### src/design/rtcr_regs.vh
// Register map, field positions and reset values of the RTC control bank.
// Assumes inclusion by bare name from the register bank design files.
`ifndef RTCR_REGS_VH
`define RTCR_REGS_VH

// Register addresses
`define RTCR_ADDR_TK_CTRL   8'h00
`define RTCR_ADDR_AW_STAT   8'h01
`define RTCR_ADDR_BP_CTRL   8'h02
`define RTCR_ADDR_TS_FLAGS  8'h03
`define RTCR_ADDR_TS_EN     8'h04

// timekeeping_control fields
`define RTCR_TK_EXT_CLOCK_TEST_SEL    7
`define RTCR_TK_TEMP_OFF    6
`define RTCR_TK_HALT        5
`define RTCR_TK_HUND_OFF    4
`define RTCR_TK_BYPASS_EN   3
`define RTCR_TK_HOUR12      2
`define RTCR_TK_MIN_EN      1
`define RTCR_TK_SEC_EN      0

// alarm_watchdog_status fields
`define RTCR_AW_TICK_F      7
`define RTCR_AW_WDOG_F      6
`define RTCR_AW_ALARM_F     4
`define RTCR_AW_ALARM_EN    1

// battery_power_control fields
`define RTCR_BP_PWR_HI      7
`define RTCR_BP_PWR_LO      5
`define RTCR_BP_STAMP_EN    4
`define RTCR_BP_SW_F        3
`define RTCR_BP_LOWBAT_F    2
`define RTCR_BP_SW_EN       1
`define RTCR_BP_LOWBAT_EN   0

// Reset values
`define RTCR_RST_TK_CTRL    8'h08
`define RTCR_RST_AW_STAT    8'h00
`define RTCR_RST_BP_CTRL    8'hE0
`define RTCR_RST_PWR_SEL    3'h7

// Hundredths register that the hundredths-off bit forces to zero
`define RTCR_ADDR_HUNDREDTHS 8'h06
`define RTCR_HUNDREDTHS_ZERO 8'h00

`endif

### src/design/rtcr_ctrl_regs.v
// Control and status register bank of a real-time clock (addresses 00h-02h).
// Assumes a same-clock register port from the serial interface, event
// pulses from the tick, watchdog and alarm logic on clk_in, and battery
// switch-over and low-battery levels from the analog supply monitor.
//
// Overview of operation
// RQ1: Control registers occupy addresses 00h through 04h; this bank decodes only 00h-02h, and 03h and 04h read zero here.
// RQ2: Unused bits always read back as zero.
// RQ3: Bit 7 selects normal or external-clock test.
// RQ4: Bit 6 set disables temperature compensation.
// RQ5: Halt bit stops clock, clears divider chain.
// RQ6: Hundredths-off stops counter, forces 06h to zero.
// RQ7: Bypass enable resets high; software clears it.
// RQ8: Bit 2 selects 12-hour or 24-hour format.
// RQ9: Enabled minute/second tick sets tick flag.
// RQ10: Watchdog flag set on expiry; writes cannot clear.
// RQ11: Alarm trigger sets alarm flag; software clears.
// RQ12: Alarm interrupt raised when flag and enable set.
// RQ13: Power management field bits 7-5, reset ones.
// RQ14: Switch-over timestamp captured only when enabled.
// RQ15: Switch-over sets flag; software clears it.
// RQ16: Low-battery flag hardware cleared, write-immune.
// RQ17: Switch-over interrupt when flag and enable set.
// RQ18: Low-battery interrupt when flag and enable set.
`timescale 1ns/1ps
`include "rtcr_regs.vh"

module rtcr_ctrl_regs (
  input  wire       clk_in,
  input  wire       rst_b_in,
  input  wire [7:0] reg_addr_in,
  input  wire       reg_wr_in,
  input  wire [7:0] reg_wdata_in,
  input  wire       reg_rd_in,
  output reg  [7:0] reg_rdata_out,
  output reg        reg_rvalid_out,
  input  wire       minute_tick_in,
  input  wire       second_tick_in,
  input  wire       watchdog_expiry_in,
  input  wire       watchdog_clear_in,
  input  wire       alarm_hit_in,
  input  wire       switchover_in,
  input  wire       low_battery_in,
  output reg        ext_clock_test_sel_out,
  output reg        temp_comp_off_out,
  output reg        divider_halt_out,
  output reg        hundredths_off_out,
  output reg        powerup_reset_bypass_en_out,
  output reg        hour12_sel_out,
  output reg  [2:0] power_mgmt_sel_out,
  output reg        switchover_stamp_out,
  output reg        tick_irq_out,
  output reg        watchdog_irq_out,
  output reg        alarm_irq_out,
  output reg        switchover_irq_out,
  output reg        low_battery_irq_out
);

  //////////////////////////////////////////////////////////////////////////
  // Supply monitor levels into the clock domain

  wire [1:0] supply_sync;
  reg        switchover_seen_r;
  wire       switchover_evt;
  wire       low_battery_lvl;

  rtcr_sync #(
    .WIDTH (2)
  ) u_supply_sync (
    .clk_in   (clk_in),
    .rst_b_in (rst_b_in),
    .async_in ({low_battery_in, switchover_in}),
    .sync_out (supply_sync)
  );

  assign low_battery_lvl = supply_sync[1];
  assign switchover_evt  = supply_sync[0] & ~switchover_seen_r;

  always @(posedge clk_in) begin
    if (!rst_b_in) begin
      switchover_seen_r <= 1'b0;
    end else begin
      switchover_seen_r <= supply_sync[0];
    end
  end

  //////////////////////////////////////////////////////////////////////////
  // Write decode

  wire wr_tk;
  wire wr_aw;
  wire wr_bp;

  assign wr_tk = reg_wr_in & (reg_addr_in == `RTCR_ADDR_TK_CTRL); // RQ1
  assign wr_aw = reg_wr_in & (reg_addr_in == `RTCR_ADDR_AW_STAT); // RQ1
  assign wr_bp = reg_wr_in & (reg_addr_in == `RTCR_ADDR_BP_CTRL); // RQ1

  //////////////////////////////////////////////////////////////////////////
  // timekeeping_control

  reg [7:0] tk_ctrl_r;

  always @(posedge clk_in) begin
    if (!rst_b_in) begin
      tk_ctrl_r <= `RTCR_RST_TK_CTRL; // RQ7
    end else if (wr_tk) begin
      tk_ctrl_r <= reg_wdata_in;
    end
  end

  always @(posedge clk_in) begin
    if (!rst_b_in) begin
      ext_clock_test_sel_out      <= 1'b0;
      temp_comp_off_out           <= 1'b0;
      divider_halt_out            <= 1'b0;
      hundredths_off_out          <= 1'b0;
      powerup_reset_bypass_en_out <= 1'b1;
      hour12_sel_out              <= 1'b0;
    end else begin
      ext_clock_test_sel_out      <= tk_ctrl_r[`RTCR_TK_EXT_CLOCK_TEST_SEL]; // RQ3
      temp_comp_off_out           <= tk_ctrl_r[`RTCR_TK_TEMP_OFF]; // RQ4
      // Divider chain is held cleared and the clock is stopped while halted
      divider_halt_out            <= tk_ctrl_r[`RTCR_TK_HALT]; // RQ5
      // Level both stops the hundredths counter and holds it at zero
      hundredths_off_out          <= tk_ctrl_r[`RTCR_TK_HUND_OFF]; // RQ6
      powerup_reset_bypass_en_out <= tk_ctrl_r[`RTCR_TK_BYPASS_EN]; // RQ7
      hour12_sel_out              <= tk_ctrl_r[`RTCR_TK_HOUR12]; // RQ8
    end
  end

  //////////////////////////////////////////////////////////////////////////
  // alarm_watchdog_status, plus the switch-over flag of battery_power_control

  // Software-clearable flags share one set/clear cell per entry
  localparam FLAG_TICK  = 0;
  localparam FLAG_ALARM = 1;
  localparam FLAG_SWOV  = 2;
  localparam NUM_FLAGS  = 3;

  wire                 tick_evt;
  wire [NUM_FLAGS-1:0] flag_set;
  wire [NUM_FLAGS-1:0] flag_clr;
  wire [NUM_FLAGS-1:0] flag_vec;
  wire                 tick_flag;
  wire                 alarm_hit_flag;
  wire                 switchover_flag;
  reg                  watchdog_expiry_flag_r;
  reg                  alarm_irq_en_r;

  assign tick_evt = (minute_tick_in & tk_ctrl_r[`RTCR_TK_MIN_EN])
                  | (second_tick_in & tk_ctrl_r[`RTCR_TK_SEC_EN]); // RQ9

  assign flag_set[FLAG_TICK]  = tick_evt; // RQ9
  assign flag_set[FLAG_ALARM] = alarm_hit_in; // RQ11
  assign flag_set[FLAG_SWOV]  = switchover_evt; // RQ15

  // Writing zero clears a flag; writing one leaves it as it is
  assign flag_clr[FLAG_TICK]  =
    wr_aw & ~reg_wdata_in[`RTCR_AW_TICK_F]; // RQ9
  assign flag_clr[FLAG_ALARM] =
    wr_aw & ~reg_wdata_in[`RTCR_AW_ALARM_F]; // RQ11
  assign flag_clr[FLAG_SWOV]  =
    wr_bp & ~reg_wdata_in[`RTCR_BP_SW_F]; // RQ15

  genvar fi;
  generate
    for (fi = 0; fi < NUM_FLAGS; fi = fi + 1) begin : g_flag
      reg flag_bit_r;
      // An event in the clearing cycle wins, so no event is lost
      always @(posedge clk_in) begin
        if (!rst_b_in) begin
          flag_bit_r <= 1'b0;
        end else if (flag_set[fi]) begin
          flag_bit_r <= 1'b1;
        end else if (flag_clr[fi]) begin
          flag_bit_r <= 1'b0;
        end
      end
      assign flag_vec[fi] = flag_bit_r;
    end
  endgenerate

  assign tick_flag       = flag_vec[FLAG_TICK];
  assign alarm_hit_flag  = flag_vec[FLAG_ALARM];
  assign switchover_flag = flag_vec[FLAG_SWOV];

  // Only the watchdog itself clears its flag; no write reaches it
  always @(posedge clk_in) begin
    if (!rst_b_in) begin
      watchdog_expiry_flag_r <= 1'b0;
    end else if (watchdog_expiry_in) begin
      watchdog_expiry_flag_r <= 1'b1; // RQ10
    end else if (watchdog_clear_in) begin
      watchdog_expiry_flag_r <= 1'b0; // RQ10
    end
  end

  always @(posedge clk_in) begin
    if (!rst_b_in) begin
      alarm_irq_en_r <= 1'b0;
    end else if (wr_aw) begin
      alarm_irq_en_r <= reg_wdata_in[`RTCR_AW_ALARM_EN]; // RQ12
    end
  end

  //////////////////////////////////////////////////////////////////////////
  // battery_power_control

  reg [2:0] power_mgmt_sel_r;
  reg       switchover_stamp_en_r;
  reg       low_battery_flag_r;
  reg       switchover_irq_en_r;
  reg       low_battery_irq_en_r;

  always @(posedge clk_in) begin
    if (!rst_b_in) begin
      power_mgmt_sel_r      <= `RTCR_RST_PWR_SEL; // RQ13
      switchover_stamp_en_r <= 1'b0;
      switchover_irq_en_r   <= 1'b0;
      low_battery_irq_en_r  <= 1'b0;
    end else if (wr_bp) begin
      power_mgmt_sel_r      <=
        reg_wdata_in[`RTCR_BP_PWR_HI:`RTCR_BP_PWR_LO]; // RQ13
      switchover_stamp_en_r <= reg_wdata_in[`RTCR_BP_STAMP_EN]; // RQ14
      switchover_irq_en_r   <= reg_wdata_in[`RTCR_BP_SW_EN]; // RQ17
      low_battery_irq_en_r  <= reg_wdata_in[`RTCR_BP_LOWBAT_EN]; // RQ18
    end
  end

  // Follows the monitor level; writes never touch it, so a fresh
  // battery clears it without software help
  always @(posedge clk_in) begin
    if (!rst_b_in) begin
      low_battery_flag_r <= 1'b0;
    end else begin
      low_battery_flag_r <= low_battery_lvl; // RQ16
    end
  end

  //////////////////////////////////////////////////////////////////////////
  // Outputs derived from flags and enables

  always @(posedge clk_in) begin
    if (!rst_b_in) begin
      power_mgmt_sel_out   <= `RTCR_RST_PWR_SEL;
      switchover_stamp_out <= 1'b0;
    end else begin
      power_mgmt_sel_out   <= power_mgmt_sel_r; // RQ13
      // One pulse per switch-over edge, taken only while enabled
      switchover_stamp_out <= switchover_evt & switchover_stamp_en_r; // RQ14
    end
  end

  // Interrupt levels stay up until the flag or, where there is one, the enable behind them is cleared
  always @(posedge clk_in) begin
    if (!rst_b_in) begin
      tick_irq_out        <= 1'b0;
      watchdog_irq_out    <= 1'b0;
      alarm_irq_out       <= 1'b0;
      switchover_irq_out  <= 1'b0;
      low_battery_irq_out <= 1'b0;
    end else begin
      tick_irq_out        <= tick_flag; // RQ9
      watchdog_irq_out    <= watchdog_expiry_flag_r; // RQ10
      alarm_irq_out       <= alarm_hit_flag & alarm_irq_en_r; // RQ12
      switchover_irq_out  <= switchover_flag & switchover_irq_en_r; // RQ17
      low_battery_irq_out <= low_battery_flag_r & low_battery_irq_en_r; // RQ18
    end
  end

  //////////////////////////////////////////////////////////////////////////
  // Read path

  reg [7:0] rd_mux;

  // Timestamp flag and enable registers live elsewhere and read zero here
  always @* begin
    rd_mux = 8'h00; // RQ2
    case (reg_addr_in)
      `RTCR_ADDR_TK_CTRL: begin
        rd_mux = tk_ctrl_r;
      end
      `RTCR_ADDR_AW_STAT: begin
        rd_mux[`RTCR_AW_TICK_F]   = tick_flag;
        rd_mux[`RTCR_AW_WDOG_F]   = watchdog_expiry_flag_r;
        rd_mux[`RTCR_AW_ALARM_F]  = alarm_hit_flag;
        rd_mux[`RTCR_AW_ALARM_EN] = alarm_irq_en_r;
      end
      `RTCR_ADDR_BP_CTRL: begin
        rd_mux[`RTCR_BP_PWR_HI:`RTCR_BP_PWR_LO] = power_mgmt_sel_r;
        rd_mux[`RTCR_BP_STAMP_EN]  = switchover_stamp_en_r;
        rd_mux[`RTCR_BP_SW_F]      = switchover_flag;
        rd_mux[`RTCR_BP_LOWBAT_F]  = low_battery_flag_r;
        rd_mux[`RTCR_BP_SW_EN]     = switchover_irq_en_r;
        rd_mux[`RTCR_BP_LOWBAT_EN] = low_battery_irq_en_r;
      end
      default: begin
        rd_mux = 8'h00; // RQ2
      end
    endcase
  end

  always @(posedge clk_in) begin
    if (!rst_b_in) begin
      reg_rdata_out  <= 8'h00;
      reg_rvalid_out <= 1'b0;
    end else begin
      reg_rvalid_out <= reg_rd_in;
      if (reg_rd_in) begin
        reg_rdata_out <= rd_mux; // RQ1
      end
    end
  end

endmodule // rtcr_ctrl_regs

### src/design/rtcr_sync.v
// Two flip-flop synchroniser, one stage pair per bit.
// Assumes inputs asynchronous to clk_in; outputs are clk_in aligned.
`timescale 1ns/1ps

module rtcr_sync #(
  parameter WIDTH = 2
) (
  input  wire             clk_in,
  input  wire             rst_b_in,
  input  wire [WIDTH-1:0] async_in,
  output wire [WIDTH-1:0] sync_out
);

  genvar i;
  generate
    for (i = 0; i < WIDTH; i = i + 1) begin : g_bit
      reg meta_r;
      reg sync_r;
      always @(posedge clk_in) begin
        if (!rst_b_in) begin
          meta_r <= 1'b0;
          sync_r <= 1'b0;
        end else begin
          meta_r <= async_in[i];
          sync_r <= meta_r;
        end
      end
      assign sync_out[i] = sync_r;
    end
  endgenerate

endmodule // rtcr_sync

### config.mk
export PLATFORM = sky130hd
export DESIGN_NAME = rtcr_ctrl_regs
export DESIGN_NICKNAME = d
export VERILOG_FILES = /design/src/design/rtcr_ctrl_regs.v /design/src/design/rtcr_sync.v
export VERILOG_INCLUDE_DIRS = /design/src /design/src/design
export SDC_FILE = /design/constraint.sdc
export NUM_CORES = 1
export LEC_CHECK = 0
export ABC_AREA = 0
export BUFFER_PORTS_ARGS = -buffer_cell sky130_fd_sc_hd__buf_2
export CAP_MARGIN = 25
export CORE_MARGIN = 3
export CORE_UTILIZATION = 46
export DETAILED_ROUTE_END_ITERATION = 10
export GPL_TIMING_DRIVEN = 0
export PLACE_DENSITY = 0.72
export SYNTH_ARGS = -nofsm -noshare
export SYNTH_HDL_FRONTEND = slang
export SYNTH_HIERARCHICAL = 1
export SYNTH_SLANG_ARGS = --single-unit
### constraint.sdc
create_clock -name clk_in -period 4.56 [get_ports clk_in]
set_input_delay 0.912 -clock clk_in [delete_from_list [all_inputs] [get_ports clk_in]]
set_output_delay 0.912 -clock clk_in [all_outputs]
set_load 0.02 [all_outputs]
**Yosys cells after proc, flatten, opt, wreduce, memory -nomap -nowiden**

Cells that the tools add are included.

- Register bits: 49
- Latch bits: 0
- Memory bits (writable): 0
- ROM bits: 0
- Input bits: 27
- Output and inout port bits: 24
- Word-level logic and storage cells: 70
- Memories kept: 0

- $add $sub $neg: 0
- Multipliers: 0
- Divide/modulo/power cells: 0
- $lt $le $gt $ge: 0
- Eq/ne operators: 2
- Shift-type cells: 0
- Multiplexer cells: 14
- Bitwise logic cells: 18
- Reduce and logical (&&, ||, !) cells: 5

Operator list:

| kind | count |
|---|---|
| $and 1x1->1 | 13 |
| $eq 8x1->1 const B | 1 |
| $eq 8x2->1 const B | 1 |
| $logic_not 8->1 | 1 |
| $mux 1 | 8 |
| $reduce_bool 2->1 | 4 |
| $pmux 1 s3 | 2 |
| $pmux 2 s3 | 1 |
| $not 1->1 | 4 |
| $pmux 1 s2 | 2 |
| $pmux 2 s2 | 1 |
| $or 1x1->1 | 1 |

**Logic depth before layout (Yosys ltp)**

- Depth in word-level cells: 5
- Mapped depth: 4

**Modules after synthesis**

Netlist, hierarchy kept.

By module, submodules not included:

| module | instances | cells an instance | area an instance (um^2) | seq. area each (um^2) |
|---|---|---|---|---|
| rtcr_ctrl_regs | 1 | 170 | 1,727.9 | 900.9 |
| rtcr_sync | 1 | 10 | 120.1 | 80.1 |

**Least setup slack after synthesis**

Ideal clock, no wire load.

- Path type: in2reg
- Start point: in reg_addr_in[0]
- End point: reg tk_ctrl_r[0]
- Arrival: 2.044 ns
- Setup slack: 2.444 ns
- Cell stages on the path: 3
- Buffers on the path: 0
- Cell sequence: or4b_1 > nor3_4 > mux2i_1

- Cells in the longest elaborated chain, start to end: 2

RTL lines:

| item | line | RTL |
|---|---|---|
| start: declaration | rtcr_ctrl_regs.v:31 | `input wire [7:0] reg_addr_in,` |
| $logic_not 8->1 | -- |  |
| $and 1x1->1 | rtcr_ctrl_regs.v:94 | `` assign wr_tk = reg_wr_in & (reg_addr_in == `RTCR_ADDR_TK_CTRL); `` |
| end signal: assignment | rtcr_ctrl_regs.v:105 | `` tk_ctrl_r <= `RTCR_RST_TK_CTRL; `` |
| end signal: assignment | rtcr_ctrl_regs.v:107 | `tk_ctrl_r <= reg_wdata_in;` |
| end: declaration | rtcr_ctrl_regs.v:101 | `reg [7:0] tk_ctrl_r;` |

No other way between the ends.
A chain may end at the register's enable or synchronous reset.

**Worst setup path after layout**

- Start point: in reg_addr_in[5]
- End point: reg tk_ctrl_r[6]

The elaborated chain is that of the path after synthesis.

==> results.md <==
* Setup ws final at 2466 ps
* Post-DP Area at 0.002158 mm²
* PortBufs at 50
* Pin count of the biggest net entering global routing at 15
* Die ar. at 0.004814 mm²
* CTS Buf Count at 5
* Reg2reg path depth at 3
* Vias at 1429
* Clock latency at the later pin of the worst-skew pair at 300 ps
* Fin crit period at 2094 ps
* Post-DRT Antenna Nets at 0
* Setup_tns at 0 ps
* Synth-to-layout area growth at 21.67%
* Min-Delay Path Depth at 1
* Core area at 0.003771 mm²
* Grt ovf at 0
* First-pass GRT wire length at 6624 µm
* Compound-Gate Fraction of Synth Area at 0.09276
* Fill count at 328
* N_diodes at 0
* First-pass iteration count of the detailed router at 4
* Most frequent cells in the layout: buf_2 (51), dfxtp_1 (49), nand2_1 (23)
* Post-CTS sizing at 0
* Residual DRC at 0
* Root buf cell: clkbuf_8
* Async SR Flop Fraction at 0
* RR Startpoint: switchover_irq_en_r
* Mapped Cells at 180
* Worst EP arrival at 2330 ps
* Ys flop type: dfxtp_1
* Pre-CTS setup slack at 2142 ps
* Initial antenna violation count at 0
* Slowest stage delay, CP at 560 ps
* Routed vias/inst at 5.014
* Hpwl dp at 2937 µm
* Area of the mapped netlist at 0.001848 mm²
* H-tree levels at 2
* Pwr/cell area at 329.9 mW/mm²
* Final instance area at 0.002248 mm²
* Final slew viol count at 0
* Static Leak at 1.026 nW
* Cell breakdown of the critical path: buf_2 -> or4_4 -> nor3_4 -> mux2i_1
* Simple-gate share of the synthesized area at 0.2065
* GPL Wtd Cong at 0.7562
* Post-synthesis mux area share at 0.1266
* Hold Startpoint: switchover_seen_r
* Worst vdd ir at 0.0002598 V
* Die width at 69.39 µm
* Setup bufs post-CTS at 0
* Syn_nets at 207
* RSZ-0062 raised after global routing: false
* Area of the multi-input gates at 787.0 µm²
* # IOs at 51
* Yosys reg bits at 49
* DRT Wirelength at 4004 µm
* Drt wl/cell at 14.05 µm
* Slew @ Worst Pin at 541.1 ps
* Clock Path Buffers at 2
* Status: complete, no violations
* Fin Clk Skew at 4.633 ps
* Tcrit/Tclk final at 0.4593
* Hold Crit Class: reg2reg
* CTS sink count at 49
* Die Y at 69.39 µm
* WS Path Type: in2reg
* Crit path from: reg_addr_in[5]
* Final core occ at 0.5962
* Fin nets at 264
* Post-synthesis xor/xnor area fraction at 0
* Most common cell after layout, fill and taps aside: buf_2
* Post-synth EDFFs at 0
* Synthesized area per cell at 10.27 µm²
* Fmax at 477.4 MHz
* Largest family of logic cells by synthesized area: simple AND/OR/NAND/NOR gates
* Worst endpoint required time at 4790 ps
* Unique masters post-synth at 34
* Initial DRC count at 78
* # rows at 22
* FF/Latch Area at 980.9 µm²
* Post-CTS Hold Buffers at 0
* Slowest CP cell: or4_4
* Max-cap viol count at 0
* Synth Area in Adders at 0
* Clock transition at path regs at 80 ps
* Vias in the first global route at 1396
* Type of origin of the critical path: primary input
* YS warnings at 6
* CTS tree: built
* Final Setup Violations at 0
* Final Hold Vio Count at 0
* Relative slew slack at 0.6381
* Sequential-to-total area share from yosys stat at 0.5308
* Fraction of layout cells with a size suffix above 1 at 0.2911
* GRT Resource Usage Total at 0.1725
* Critical Path End Type: flop
* Initial Utilization at 0.4900
* Crit path max fanout at 8
[kinds of logic (layout without fill, tap and decap cells)]
group / after synthesis / count (layout)
and+or+nand+nor: 65 / 65
buffers and inverters: 19 / 76
AOI/OAI and AO/OA: 25 / 25
DFF: 49 / 49
muxes: 22 / 22
[Yosys cell counts, drive strengths merged (2+ instances only)]
master  instances  area, µm²
dfxtp          49      980.9
nand2          23      86.33
inv            11      41.29
mux2           11      123.9
mux2i          11      110.1
nor2b           9      56.30
and2            8      50.05
nand2b          7      43.79
a21oi           6      30.03
a31oi           6      37.54
clkbuf          5      18.77
a32o            4      40.04
and3            4      25.02
nor2            4      15.01
a211oi          3      22.52
buf             3      20.01
nor3            2      21.27
nor4            2      27.53
o21ai           2      10.01
[metrics by stage]
step | cells | hold WS (ps) | total power [mW]
6_report | 285 | 431.9 | 0.7417
4_1_cts | 285 | 437.1 | 0.7457
3_5_place_dp | 278 | 418.8 | 0.4939
2_1_floorplan | 180 | 398.3 | 0.4688
3_3_place_gp | 278 | 416.0 | 0.4936
5_1_grt | 285 | 446.6 | 0.7628
[routing by layer]
layer | routed length, µm | share of wire | up-vias | GRT usage
li1 | - | - | 724 | -
met1 | 1815 | 0.45 | 650 | 0.2231
met2 | 1875 | 0.47 | 48 | 0.2765
met3 | 252 | 0.063 | 7 | 0.04348
met4 | 61 | 0.015 | 0 | 0.06508
met5 | 0 | 0 | - | 0
[area by class of cell]
cell class | count | share of cell area
sequential | 49 | 0.4363
inverter | 11 | 0.01836
multi-input combinational | 112 | 0.3500
buffer | 8 | 0.01725
tap | 48 | 0.02671
timing repair buffer | 50 | 0.1113
clock buffer | 6 | 0.03673
clock inverter | 1 | 0.003339
[flip-flops by register name, indices dropped and copies added (netlist names), 2 cells and up]
name	flops
u_supply_sync/g_bit.meta_r	2
g_flag.flag_bit_r	2
u_supply_sync/g_bit.sync_r	2
tk_ctrl_r	8
power_mgmt_sel_r	3
reg_rdata_out	8
power_mgmt_sel_out	3
[power by group]
group / switching [mW] / internal, mW / leakage [nW]
registers: 0.00203 / 0.432 / 0.397
logic: 0.0297 / 0.0199 / 0.585
clock network: 0.138 / 0.120 / 0.0433
[worst max-delay path: cells and delay by family]
| family | cells | cell delay, ps |
|---|---|---|
| multiplexers | 1 | 240 |
| buffers and inverters | 1 | 120 |
| AND/OR/NAND/NOR | 2 | 1050 |
[path summary, 6_finish.rpt]
path	slack, ps	endpoint
worst max register to register	3520	reg_rdata_out[1]
worst max-delay path	2470	tk_ctrl_r[6]
worst min-delay path	430	switchover_stamp_out
worst min register to register	430	switchover_stamp_out
(Power assumes the default switching activity.)
